**src/npr_pkg.sv**
```systemverilog
// Constants for the flash protection and option register block
package npr_pkg;
    localparam logic [3:0] OFS_PFLASH_PROT  = 4'h8;
    localparam logic [3:0] OFS_EEPROM_PROT  = 4'h9;
    localparam logic [3:0] OFS_OPTION       = 4'ha;
    localparam logic [3:0] OFS_FACT_RSVD    = 4'hb;
    localparam logic [3:0] OFS_IRQ_STATUS   = 4'hc;
    localparam logic [3:0] OFS_IRQ_MASK     = 4'hd;
    localparam int POS_OP_EN     = 7;
    localparam int POS_RNV6      = 6;
    localparam int POS_HI_DIS    = 5;
    localparam int POS_LO_DIS    = 2;
    localparam int POS_EE_DIS    = 7;
    localparam logic [7:0] PFLASH_PROT_FAILSAFE = 8'h7f;
    localparam logic [7:0] EEPROM_PROT_FAILSAFE = 8'h0f;
    localparam logic [7:0] OPTION_FAILSAFE      = 8'hff;
    localparam logic [7:0] EEPROM_PROT_MASK     = 8'h8f;
    localparam logic [15:0] EE_SECTOR_BYTES     = 16'h0020;
    localparam logic [15:0] EE_SIZE_BYTES       = 16'h1000;
    typedef enum logic [1:0] {
        NPR_LOAD  = 2'b00,
        NPR_WAIT  = 2'b01,
        NPR_READY = 2'b10
    } npr_state_t;
endpackage

```
**src/npr_prot_regs.sv**
```systemverilog
// Flash protection, option and reserved registers with a Wishbone slave
`timescale 1ns/1ns
`default_nettype none
module npr_prot_regs (
    input  wire logic        core_clk,
    input  wire logic        reset_n,
    input  wire logic        wb_cyc_i,
    input  wire logic        wb_stb_i,
    input  wire logic        wb_we_i,
    input  wire logic [5:0]  wb_adr_i,
    input  wire logic [3:0]  wb_sel_i,
    input  wire logic [31:0] wb_dat_i,
    output logic      [31:0] wb_dat_o,
    output logic             wb_ack_o,
    input  wire logic        special_mode,
    input  wire logic        cfg_valid,
    input  wire logic [7:0]  cfg_pflash_prot,
    input  wire logic [7:0]  cfg_eeprom_prot,
    input  wire logic [7:0]  cfg_option,
    input  wire logic        cfg_double_fault,
    input  wire logic        ee_req,
    input  wire logic        ee_erase_block,
    input  wire logic [15:0] ee_addr,
    output logic             ee_grant,
    output logic             protect_violation_flag,
    output logic             cfg_done,
    output logic [7:0]       pflash_protect_reg,
    output logic [7:0]       eeprom_protect_reg,
    output logic [7:0]       option_reg,
    output logic             irq
);
    import npr_pkg::*;

    npr_state_t state;
    logic [1:0] irq_status;
    logic [1:0] irq_mask;
    logic       wr;
    logic       rd_cyc;
    logic [3:0] idx;
    logic [7:0] wbyte;
    logic       ee_viol;

    assign idx   = wb_adr_i[5:2];
    assign wr    = wb_cyc_i && wb_stb_i && wb_we_i && !wb_ack_o && wb_sel_i[0];
    assign rd_cyc = wb_cyc_i && wb_stb_i && !wb_ack_o;
    assign wbyte = wb_dat_i[7:0];

    // Scenario: op enable, high disable, low disable
    function automatic logic [2:0] scen(input logic [7:0] v);
        scen = {v[POS_OP_EN], v[POS_HI_DIS], v[POS_LO_DIS]};
    endfunction

    function automatic logic allowed(input logic [2:0] f, input logic [2:0] t);
        logic [7:0] row;
        row = 8'h00;
        case (f) // Bit t set when scenario t may follow f
            3'd0:    row = 8'h0f;
            3'd1:    row = 8'h0a;
            3'd2:    row = 8'h0c;
            3'd3:    row = 8'h08;
            3'd4:    row = 8'h18;
            3'd5:    row = 8'h3c;
            3'd6:    row = 8'h5a;
            3'd7:    row = 8'hff;
            default: row = 8'h00;
        endcase
        allowed = row[t];
    endfunction

    // Size fields only take new bits while their range is disabled
    function automatic logic [7:0] pf_next(input logic [7:0] cur, input logic [7:0] w);
        logic [7:0] n;
        n = w;
        n[POS_RNV6] = cur[POS_RNV6];
        if (!cur[POS_HI_DIS]) begin
            n[4:3] = cur[4:3];
        end
        if (!cur[POS_LO_DIS]) begin
            n[1:0] = cur[1:0];
        end
        pf_next = n;
    endfunction

    logic [7:0] next_pf;
    logic [7:0] next_ee;
    assign next_pf = pf_next(pflash_protect_reg, wbyte);
    assign next_ee = wbyte & EEPROM_PROT_MASK;

    logic ee_ok;
    always_comb begin
        ee_ok = 1'b1;
        if (!special_mode) begin
            // Disable may only go 1 to 0, size must grow while enabled
            if (next_ee[POS_EE_DIS] && !eeprom_protect_reg[POS_EE_DIS]) begin
                ee_ok = 1'b0;
            end else if (!eeprom_protect_reg[POS_EE_DIS] &&
                         next_ee[3:0] <= eeprom_protect_reg[3:0]) begin
                ee_ok = 1'b0;
            end
        end
    end

    // Load sequence: wait for the config fetch, then unlock software writes
    always_ff @(posedge core_clk or negedge reset_n) begin
        if (!reset_n) begin
            state <= NPR_LOAD;
        end else begin
            case (state)
                NPR_LOAD:  state <= NPR_WAIT;
                NPR_WAIT:  if (cfg_valid) state <= NPR_READY;
                NPR_READY: state <= NPR_READY;
                default:   state <= NPR_LOAD;
            endcase
        end
    end
    assign cfg_done = (state == NPR_READY);

    // Fail-safe values stand until the fetch completes
    always_ff @(posedge core_clk or negedge reset_n) begin
        if (!reset_n) begin
            pflash_protect_reg <= PFLASH_PROT_FAILSAFE;
        end else if (state == NPR_WAIT && cfg_valid) begin
            pflash_protect_reg <= cfg_double_fault ? PFLASH_PROT_FAILSAFE : cfg_pflash_prot;
        end else if (cfg_done && wr && idx == OFS_PFLASH_PROT) begin
            if (special_mode || allowed(scen(pflash_protect_reg), scen(next_pf))) begin
                pflash_protect_reg <= next_pf;
            end
        end
    end

    always_ff @(posedge core_clk or negedge reset_n) begin
        if (!reset_n) begin
            eeprom_protect_reg <= EEPROM_PROT_FAILSAFE;
        end else if (state == NPR_WAIT && cfg_valid) begin
            eeprom_protect_reg <= cfg_double_fault ? EEPROM_PROT_FAILSAFE
                                                   : (cfg_eeprom_prot & EEPROM_PROT_MASK);
        end else if (cfg_done && wr && idx == OFS_EEPROM_PROT && ee_ok) begin
            eeprom_protect_reg <= next_ee;
        end
    end

    always_ff @(posedge core_clk or negedge reset_n) begin
        if (!reset_n) begin
            option_reg <= OPTION_FAILSAFE;
        end else if (state == NPR_WAIT && cfg_valid) begin
            option_reg <= cfg_double_fault ? OPTION_FAILSAFE : cfg_option;
        end
    end

    // Protected range covers 32 bytes per size step from the eeprom base
    logic [15:0] ee_limit;
    logic        ee_prot_on;
    assign ee_prot_on = !eeprom_protect_reg[POS_EE_DIS];
    // Widen before the add so size 1111 gives 512 bytes instead of wrapping to zero
    assign ee_limit = EE_SECTOR_BYTES * ({12'h000, eeprom_protect_reg[3:0]} + 16'h0001);
    assign ee_viol = ee_req && ee_prot_on && (ee_erase_block || ee_addr < ee_limit);
    assign ee_grant = ee_req && !ee_viol && cfg_done;

    always_ff @(posedge core_clk or negedge reset_n) begin
        if (!reset_n) begin
            protect_violation_flag <= 1'b0;
        end else if (ee_viol) begin
            protect_violation_flag <= 1'b1;
        end else if (wr && idx == OFS_IRQ_STATUS && wbyte[0]) begin
            protect_violation_flag <= 1'b0;
        end
    end

    // Status bits: set wins over write-one-to-clear
    logic [1:0] irq_evt;
    assign irq_evt = {wr && idx == OFS_PFLASH_PROT && cfg_done && !special_mode &&
                      !allowed(scen(pflash_protect_reg), scen(next_pf)), ee_viol};
    always_ff @(posedge core_clk or negedge reset_n) begin
        if (!reset_n) begin
            irq_status <= 2'b00;
        end else if (wr && idx == OFS_IRQ_STATUS) begin
            irq_status <= (irq_status & ~wbyte[1:0]) | irq_evt;
        end else begin
            irq_status <= irq_status | irq_evt;
        end
    end

    always_ff @(posedge core_clk or negedge reset_n) begin
        if (!reset_n) begin
            irq_mask <= 2'b00;
        end else if (wr && idx == OFS_IRQ_MASK) begin
            irq_mask <= wbyte[1:0];
        end
    end
    assign irq = |(irq_status & irq_mask);

    // One-wait-state slave; unmapped reads return zero
    always_ff @(posedge core_clk or negedge reset_n) begin
        if (!reset_n) begin
            wb_ack_o <= 1'b0;
            wb_dat_o <= 32'h0000_0000;
        end else begin
            wb_ack_o <= rd_cyc;
            case (idx)
                OFS_PFLASH_PROT: wb_dat_o <= {24'h000000, pflash_protect_reg};
                OFS_EEPROM_PROT: wb_dat_o <= {24'h000000, eeprom_protect_reg};
                OFS_OPTION:      wb_dat_o <= {24'h000000, option_reg};
                OFS_FACT_RSVD:   wb_dat_o <= 32'h0000_0000;
                OFS_IRQ_STATUS:  wb_dat_o <= {30'h0, irq_status};
                OFS_IRQ_MASK:    wb_dat_o <= {30'h0, irq_mask};
                default:         wb_dat_o <= 32'h0000_0000;
            endcase
        end
    end

    pf_ignore_a: assert property (@(posedge core_clk) disable iff (!reset_n)
        (cfg_done && wr && idx == OFS_PFLASH_PROT && !special_mode &&
         !allowed(scen(pflash_protect_reg), scen(next_pf)))
        |=> $stable(pflash_protect_reg))
        else $error("disallowed scenario write changed register");
    scen_to_three_a: assert property (@(posedge core_clk) disable iff (!reset_n)
        (cfg_done && scen(pflash_protect_reg) == 3'd3 && !special_mode)
        |=> scen(pflash_protect_reg) == 3'd3)
        else $error("full protection was lowered");
    ee_noloss_a: assert property (@(posedge core_clk) disable iff (!reset_n)
        (cfg_done && !special_mode && !eeprom_protect_reg[POS_EE_DIS])
        |=> !eeprom_protect_reg[POS_EE_DIS])
        else $error("eeprom protection removed in normal mode");
    ee_fail_a: assert property (@(posedge core_clk) disable iff (!reset_n)
        (state == NPR_WAIT && cfg_valid && cfg_double_fault)
        |=> eeprom_protect_reg == EEPROM_PROT_FAILSAFE && option_reg == OPTION_FAILSAFE)
        else $error("fail-safe values not loaded");
    ee_viol_a: assert property (@(posedge core_clk) disable iff (!reset_n)
        (ee_req && !eeprom_protect_reg[POS_EE_DIS] && ee_addr < EE_SECTOR_BYTES)
        |-> !ee_grant ##1 protect_violation_flag)
        else $error("protected access granted");
    ee_open_a: assert property (@(posedge core_clk) disable iff (!reset_n)
        (eeprom_protect_reg[POS_EE_DIS] && ee_req && cfg_done) |-> ee_grant)
        else $error("disabled protection refused access");
    opt_ro_a: assert property (@(posedge core_clk) disable iff (!reset_n)
        cfg_done |=> $stable(option_reg))
        else $error("option register changed after load");
    rsvd_zero_a: assert property (@(posedge core_clk) disable iff (!reset_n)
        (rd_cyc && idx == OFS_FACT_RSVD) |=> wb_ack_o && wb_dat_o == 32'h0000_0000)
        else $error("reserved register read nonzero");
    ack_once_a: assert property (@(posedge core_clk) disable iff (!reset_n)
        wb_ack_o
        |=> !wb_ack_o)
        else $error("acknowledge held longer than one cycle");

    // Scenario register: writes checked only after the load, while software owns it; reads checked at any time
    pf_take_a: assert property (@(posedge core_clk) disable iff (!reset_n)
        (cfg_done && wr && idx == OFS_PFLASH_PROT && !special_mode &&
         allowed(scen(pflash_protect_reg), scen(next_pf)))
        |=> pflash_protect_reg == $past(next_pf))
        else $error("allowed scenario write was dropped");
    pf_special_a: assert property (@(posedge core_clk) disable iff (!reset_n)
        (cfg_done && wr && idx == OFS_PFLASH_PROT && special_mode)
        |=> pflash_protect_reg == $past(next_pf))
        else $error("special mode scenario write was dropped");
    pf_trans_a: assert property (@(posedge core_clk) disable iff (!reset_n)
        (cfg_done && !special_mode)
        |=> allowed(scen($past(pflash_protect_reg)), scen(pflash_protect_reg)))
        else $error("scenario moved along a forbidden transition");
    pf_hold_a: assert property (@(posedge core_clk) disable iff (!reset_n)
        (cfg_done && !(wr && idx == OFS_PFLASH_PROT))
        |=> $stable(pflash_protect_reg))
        else $error("scenario register changed without a write");
    pf_read_a: assert property (@(posedge core_clk) disable iff (!reset_n)
        (rd_cyc && idx == OFS_PFLASH_PROT)
        |=> wb_ack_o && wb_dat_o == {24'h000000, $past(pflash_protect_reg)})
        else $error("scenario read differs from register in force");
    pf_hi_size_a: assert property (@(posedge core_clk) disable iff (!reset_n)
        (cfg_done && wr && idx == OFS_PFLASH_PROT && !pflash_protect_reg[POS_HI_DIS])
        |=> $stable(pflash_protect_reg[4:3]))
        else $error("high range size written while range enabled");
    pf_lo_size_a: assert property (@(posedge core_clk) disable iff (!reset_n)
        (cfg_done && wr && idx == OFS_PFLASH_PROT && !pflash_protect_reg[POS_LO_DIS])
        |=> $stable(pflash_protect_reg[1:0]))
        else $error("low range size written while range enabled");

    // Eeprom protection register: add-only in normal mode, free in special mode
    ee_special_a: assert property (@(posedge core_clk) disable iff (!reset_n)
        (cfg_done && wr && idx == OFS_EEPROM_PROT && special_mode)
        |=> eeprom_protect_reg == $past(next_ee))
        else $error("special mode eeprom write was dropped");
    ee_grow_a: assert property (@(posedge core_clk) disable iff (!reset_n)
        (cfg_done && wr && idx == OFS_EEPROM_PROT && !special_mode &&
         !eeprom_protect_reg[POS_EE_DIS] && next_ee[3:0] <= eeprom_protect_reg[3:0])
        |=> $stable(eeprom_protect_reg))
        else $error("eeprom size shrank or stayed in normal mode");
    ee_grow_ok_a: assert property (@(posedge core_clk) disable iff (!reset_n)
        (cfg_done && wr && idx == OFS_EEPROM_PROT && !special_mode && !next_ee[POS_EE_DIS] &&
         !eeprom_protect_reg[POS_EE_DIS] && next_ee[3:0] > eeprom_protect_reg[3:0])
        |=> eeprom_protect_reg == $past(next_ee))
        else $error("growing eeprom size was refused");
    ee_enable_a: assert property (@(posedge core_clk) disable iff (!reset_n)
        (cfg_done && wr && idx == OFS_EEPROM_PROT && eeprom_protect_reg[POS_EE_DIS])
        |=> eeprom_protect_reg == $past(next_ee))
        else $error("write to unprotected eeprom register was refused");
    ee_hold_a: assert property (@(posedge core_clk) disable iff (!reset_n)
        (cfg_done && !(wr && idx == OFS_EEPROM_PROT))
        |=> $stable(eeprom_protect_reg))
        else $error("eeprom protection changed without a write");
    ee_read_a: assert property (@(posedge core_clk) disable iff (!reset_n)
        (rd_cyc && idx == OFS_EEPROM_PROT)
        |=> wb_ack_o && wb_dat_o == {24'h000000, $past(eeprom_protect_reg)})
        else $error("eeprom protection read differs from register");
    ee_rsvd_a: assert property (@(posedge core_clk) disable iff (!reset_n)
        cfg_done
        |-> eeprom_protect_reg[6:4] == 3'h0)
        else $error("reserved eeprom protection bits set");
    ee_load_a: assert property (@(posedge core_clk) disable iff (!reset_n)
        (state == NPR_WAIT && cfg_valid && !cfg_double_fault)
        |=> eeprom_protect_reg == ($past(cfg_eeprom_prot) & EEPROM_PROT_MASK))
        else $error("eeprom protection not loaded from config byte");
    done_hold_a: assert property (@(posedge core_clk) disable iff (!reset_n)
        cfg_done
        |=> cfg_done)
        else $error("load sequence restarted without reset");

    // Option register: loaded once, never written
    opt_load_a: assert property (@(posedge core_clk) disable iff (!reset_n)
        (state == NPR_WAIT && cfg_valid && !cfg_double_fault)
        |=> option_reg == $past(cfg_option))
        else $error("option register not loaded from config byte");
    opt_fail_a: assert property (@(posedge core_clk) disable iff (!reset_n)
        (state == NPR_WAIT && cfg_valid && cfg_double_fault)
        |=> option_reg == OPTION_FAILSAFE)
        else $error("option register not all ones after fault");
    opt_read_a: assert property (@(posedge core_clk) disable iff (!reset_n)
        (rd_cyc && idx == OFS_OPTION)
        |=> wb_ack_o && wb_dat_o == {24'h000000, $past(option_reg)})
        else $error("option read differs from register");

    // Range check written in sectors so it does not lean on the limit product
    blk_erase_a: assert property (@(posedge core_clk) disable iff (!reset_n)
        (ee_req && ee_erase_block && !eeprom_protect_reg[POS_EE_DIS])
        |-> !ee_grant)
        else $error("block erase granted with protection on");
    ee_erase_open_a: assert property (@(posedge core_clk) disable iff (!reset_n)
        (ee_req && ee_erase_block && cfg_done && eeprom_protect_reg[POS_EE_DIS])
        |-> ee_grant)
        else $error("block erase refused with protection off");
    ee_inside_a: assert property (@(posedge core_clk) disable iff (!reset_n)
        (ee_req && !eeprom_protect_reg[POS_EE_DIS] && ee_addr[15:5] <= {7'h00, eeprom_protect_reg[3:0]})
        |-> !ee_grant)
        else $error("access inside protected range granted");
    ee_outside_a: assert property (@(posedge core_clk) disable iff (!reset_n)
        (ee_req && cfg_done && !ee_erase_block && !eeprom_protect_reg[POS_EE_DIS] &&
         ee_addr[15:5] > {7'h00, eeprom_protect_reg[3:0]})
        |-> ee_grant)
        else $error("access beyond protected range refused");
    ee_dis_a: assert property (@(posedge core_clk) disable iff (!reset_n)
        eeprom_protect_reg[POS_EE_DIS]
        |-> !ee_viol)
        else $error("violation raised with protection disabled");

    // Violation flag and interrupt
    viol_set_a: assert property (@(posedge core_clk) disable iff (!reset_n)
        (ee_req && cfg_done && !ee_grant)
        |=> protect_violation_flag)
        else $error("refused access left no violation flag");
    viol_hold_a: assert property (@(posedge core_clk) disable iff (!reset_n)
        (protect_violation_flag && !(wr && idx == OFS_IRQ_STATUS && wbyte[0]))
        |=> protect_violation_flag)
        else $error("violation flag dropped without a clear");
    viol_clear_a: assert property (@(posedge core_clk) disable iff (!reset_n)
        (protect_violation_flag && wr && idx == OFS_IRQ_STATUS && wbyte[0] &&
         !ee_viol)
        |=> !protect_violation_flag)
        else $error("violation flag survived its clear");
    irq_flag_a: assert property (@(posedge core_clk) disable iff (!reset_n)
        (protect_violation_flag && irq_mask[0])
        |-> irq)
        else $error("unmasked violation raised no interrupt");
    irq_off_a: assert property (@(posedge core_clk) disable iff (!reset_n)
        (irq_mask == 2'b00)
        |-> !irq)
        else $error("interrupt raised with all sources masked");
endmodule
`default_nettype wire

```
**config.mk**
```make
export PLATFORM = sky130hd
export DESIGN_NAME = npr_prot_regs
export DESIGN_NICKNAME = d
export VERILOG_FILES = /design/src/npr_pkg.sv /design/src/npr_prot_regs.sv
export SDC_FILE = /design/constraint.sdc
export NUM_CORES = 1
export LEC_CHECK = 0
export ABC_CLOCK_PERIOD_IN_PS = 5180
export BUFFER_PORTS_ARGS = -buffer_cell sky130_fd_sc_hd__buf_2
export CAP_MARGIN = 20
export CORE_UTILIZATION = 46
export CTS_CLUSTER_SIZE = 24
export DETAILED_ROUTE_END_ITERATION = 12
export PLACE_DENSITY = 0.95
export SLEW_MARGIN = 20
export SYNTH_ARGS = -nofsm -noshare
export SYNTH_HDL_FRONTEND = slang
export SYNTH_SLANG_ARGS = --single-unit
```
**constraint.sdc**
```tcl
create_clock -name core_clk -period 5.18 [get_ports core_clk]
set_input_delay 1.295 -clock core_clk [delete_from_list [all_inputs] [get_ports core_clk]]
set_output_delay 1.295 -clock core_clk [all_outputs]
set_load 0.02 [all_outputs]
```
**After elaboration in Yosys (flattened, before gate mapping)**

Memories as Yosys holds them, arrays and structs flattened.
Index checks and enable logic that the tools add are counted.

- $add $sub $neg: 1
- Magnitude comparators: 3
- Equality and inequality tests: 8
- Mux-type cells: 25
- Bitwise operators: 5
- Reductions and logical operators: 41

Operators by type and width:

| cell | number |
|---|---|
| $mux 8 | 10 |
| $pmux 8 s5 | 1 |
| $logic_and 1x1->1 | 23 |
| $eq 4x4->1 const B | 5 |
| $lt 16x10->1 | 1 |
| $reduce_bool 2->1 | 6 |
| $mux 2 | 4 |
| $mux 1 | 7 |
| $bmux 1 s3 | 2 |
| $pmux 2 s3 | 1 |
| $reduce_and 3->1 | 2 |
| $add 4x1->5 const B | 1 |
| $logic_not 1->1 | 5 |
| $and 2x2->2 | 2 |
| $le 4x4->1 | 1 |
| $lt 3x4->1 const B | 1 |
| $or 2x2->2 | 2 |
| $eq 2x1->1 const B | 1 |
| $eq 2x2->1 const B | 1 |
| $logic_not 2->1 | 1 |
| $logic_or 1x1->1 | 2 |
| $ne 2x2->1 const B | 1 |
| $not 2->2 | 1 |
| $reduce_and 2->1 | 1 |
| $reduce_or 2->1 | 1 |

- Register bits: 64
- ROM bits: 112
- Output and inout bits: 61
- Memories: 2

Memory list:

| memory | words | width | rd ports | clocked after Yosys merged registers in | wr ports | line | source |
|---|---|---|---|---|---|---|---|
| (name not given) | 8 | 7 | 1 | 0 | 0 | npr_prot_regs.sv:56 | `case (f)` |
| (name not given) | 8 | 7 | 1 | 0 | 0 | npr_prot_regs.sv:56 |  |

**Logic depth before layout (Yosys ltp)**

- Depth in word-level cells: 14
- Gate-level depth with buffers: 9

**Least setup slack after synthesis**

Ideal clock, no wire load.

- Path kind: input port to output port
- Start point: input ee_addr[6]
- End point: output ee_grant
- Arrival: 2.633 ns
- Required time: 3.885 ns
- Setup slack: 1.252 ns
- Stages on the path: 7
- Path buffers: 0
- Cells stage by stage: ha_1 o21a_1 o21a_1 o21ai_0 or4b_1 o21ai_0 nor2_1

- Word-level cells in the longest chain between the ends: 6

RTL lines:

| element | line | source |
|---|---|---|
| start: declaration | npr_prot_regs.sv:23 | `input wire logic [15:0] ee_addr,` |
| $lt 16x10->1 | npr_prot_regs.sv:156 | `assign ee_viol = ee_req && ee_prot_on && (ee_erase_block \|\| ee_addr < ee_limit);` |
| $logic_or 1x1->1 | npr_prot_regs.sv:156 |  |
| $logic_and 1x1->1 | npr_prot_regs.sv:156 |  |
| $logic_not 1->1 | npr_prot_regs.sv:157 | `assign ee_grant = ee_req && !ee_viol && cfg_done;` |
| $logic_and 1x1->1 (2 in a row) | npr_prot_regs.sv:157 |  |
| end: declaration | npr_prot_regs.sv:24 | `output logic ee_grant,` |

No other way between the ends.

**Worst setup path in the final report**

Same ends and word-level chain as after synthesis.

==> results.tsv <==
metric	value	unit
clock_latency	0.29	ns
grt_util_met2	36.9	%
synthFlopType	dfstp_2	
die_area	5560	sq um
synthCells	263	
yosysSeqAreaShare	39.2	%
hold_end	option_reg[0]$_DFFE_PN1P_	
dp_slack	0.991	ns
antenna_found_initial	0	
synth_warnings	0	
root_buffer	clkbuf_8	
finalCritPeriodShare	80.6	%
die_w	74.6	um
cts_tree	built	
wl_per_cell	13.8	um
slowest_delay	0.43	ns
remaining_drc_errors	0	
status	finished clean	
syn_avg_cell_area	9.22	sq um
hold_viol_final	0	
drv_slew	0	
relSlewSlack	43.9	%
min_path_type	reg -> reg	
ir_worst_vdd	0.199	mV
regToRegStartpoint	eeprom_protect_reg[0]$_DFFE_PN1P_	
coreArea	5070	sq um
path_cells	buf_2, ha_1, o21a_1, o21a_1, o21ai_0, or4b_1, o21ai_0, nor2_1, buf_2	
cts_resized	0	
setup_violations	0	
io_pins	153	
final_nets	453	
rr_worst_depth	9	
die_h	74.6	um
hold_start	option_reg[0]$_DFFE_PN1P_	
grt_util_met1	26.4	%
max_freq	239	MHz
r2r_slack	2.89	ns
critPathMaxFanout	3	
hpwl	4510	um
postCtsSetupBuffers	0	
maxCapViolations	0	
async_reset_ff_share	100	%
synth_edf_count	0	
cts_hold_buffers	0	
vias	2164	
firstDrtPassIters	4	
rsz0062_at_grt	no	
critPathCaptureType	primary output	
vias_per_cell	5.18	
antenna_cells	0	
wl	5780	um
cp.arrival	2.88	ns
drt-initial-drc-count	162	
gr-total-overflow	0	
skew	0.00587	ns
grt_max_degree	38	
leakagePower	1.52	nW
grt_use_total	21.9	%
reg2reg_to	irq_status[0]$_DFF_PN0_	
grt_first_pass_wirelength	9070	um
grt_pass1_vias	2021	
p_per_area	497	nW/um^2
drive_above_1_share	35.1	%
worstMarginPinSlew	0.840	ns
fin_setup_tns	0	ns
synthesis.area	2420	sq um
worstSetupPathType	in -> out	
area_delta_synth_final	19.3	%
grt_util_met3	6.50	%
cts_buffers	5	
htreeDepth	2	
cp.required	3.88	ns
startpoint_type	primary input	
clock-sinks	37	
fin_crit	4.18	ns
ys_ff_latch	37	
synthDistinctLibCells	47	
path_clk_slew	0.07	ns
fp-row-count	26	
worst_slack	1.00	ns
grt.busiest_layer	met2	
numPortBuffers	87	
slowest_stage	or4b_1	
clockBufferDepth	2	
start_util	47.8	%
gp_congestion	0.819	
ant_nets	0	
hold-path-cell-count	2	
[kinds of logic (layout without fill, tap and decap cells)]
kind of cell / after synthesis / in the layout / synth area share, %
buf+inv: 51 / 110 / 12.6
xor+xnor: 2 / 2 / 0.723
compound gates: 49 / 49 / 12.5
fa+ha+maj: 14 / 14 / 7.23
mux: 16 / 16 / 8.21
simple gates: 93 / 93 / 19.4
other cells: 1 / 27 / 0.155
flops: 37 / 37 / 39.2
[worst max-delay path by stage]
stage / start / end / slack, ns / depth (start not counted)
finish: ee_addr[6] / ee_grant / 1.00 / 9
CTS: ee_addr[6] / ee_grant / 0.98 / 9
global route: ee_addr[6] / ee_grant / 0.87 / 9
floorplan: ee_addr[6] / ee_grant / 1.25 / 7
detailed placement: ee_addr[6] / ee_grant / 0.99 / 9
global placement: ee_addr[6] / ee_grant / 0.99 / 9
[cell usage in the layout, fill, tap and decap left out, types with 2 or more instances in the layout]
| master | instances |
|---|---|
| buf_2 | 87 |
| nand2_1 | 34 |
| conb_1 | 27 |
| dfstp_2 | 19 |
| dfrtp_1 | 18 |
| o21ai_0 | 17 |
| nor2_1 | 16 |
| inv_1 | 15 |
| a21oi_1 | 14 |
| ha_1 | 14 |
| mux2i_1 | 12 |
| nor3_1 | 12 |
| nor4_1 | 7 |
| nand3_1 | 6 |
| clkbuf_8 | 6 |
| nand2b_1 | 4 |
| a211oi_1 | 4 |
| mux4_2 | 3 |
| o22ai_1 | 2 |
| nor2b_1 | 2 |
| xnor2_1 | 2 |
| nand3b_1 | 2 |
| o21a_1 | 2 |
| a21o_1 | 2 |
[worst max-delay path, delay by kind of cell]
kind	cells	cell delay, ns
adders and majority gates	1	0.27
buffers and inverters	2	0.26
and+or+nand+nor	2	0.51
AOI/OAI and AO/OA	4	0.54
[Yosys cell counts (2+ instances only)]
cell      number  area share (%)
a21oi_1       14             2.9
nand3_1        6             1.2
nor3_1        12             2.5
o21ai_0       17             3.5
mux2i_1       12             5.0
nand2_1       34             5.3
clkbuf_1       5            0.77
nand3b_1       2            0.62
o21a_1         2            0.62
mux4_2         3             2.8
o22ai_1        2            0.52
nand2b_1       4             1.0
xnor2_1        2            0.72
dfstp_2       19              21
a21o_1         2            0.62
dfrtp_1       18              19
nor4_1         7             1.8
a211oi_1       4             1.2
inv_1         15             2.3
nor2_1        16             2.5
nor2b_1        2            0.52
buf_4         27             8.4
ha_1          14             7.2
[layer usage]
layer / wire [um] / up-vias
met5: 0 / -
met4: 114 / 0
met3: 503 / 11
met2: 2860 / 96
met1: 2300 / 1028
li1: - / 1029
[final cells by class]
class / instances / area, sq um
clock buffers: 6 / 82.6
clock inverters: 2 / 13.8
fillers: 478 / 2180
inverters: 15 / 56.3
multi-input cells: 201 / 1270
flip-flops and latches: 37 / 950
well taps: 70 / 87.6
repair buffers: 87 / 435
[metrics by stage]
stage / power, W / util [%] / cell area, sq um / hold slack (ns) / cells
after floorplan: 0.00102 / - / 2520 / 0.466 / 289
after global placement: 0.00119 / 55.1 / 2800 / 0.447 / 410
after detailed placement: 0.00123 / 55.1 / 2800 / 0.456 / 410
after CTS: 0.00145 / 57.0 / 2890 / 0.466 / 418
after global routing: 0.00156 / 57.0 / 2890 / 0.483 / 418
final: 0.00144 / 57.0 / 2890 / 0.464 / 418
[where the power goes]
part | internal [W] | leakage [nW] | switching (W) | total, W
sequential | 0.000443 | 0.429 | 0.000113 | 0.000556
combinational | 0.000265 | 1.04 | 0.000403 | 0.000668
clock | 0.000108 | 0.0512 | 0.000105 | 0.000212
total | 0.000816 | 1.52 | 0.000621 | 0.00144
Note: power is estimated with default switching activity, not from simulation.
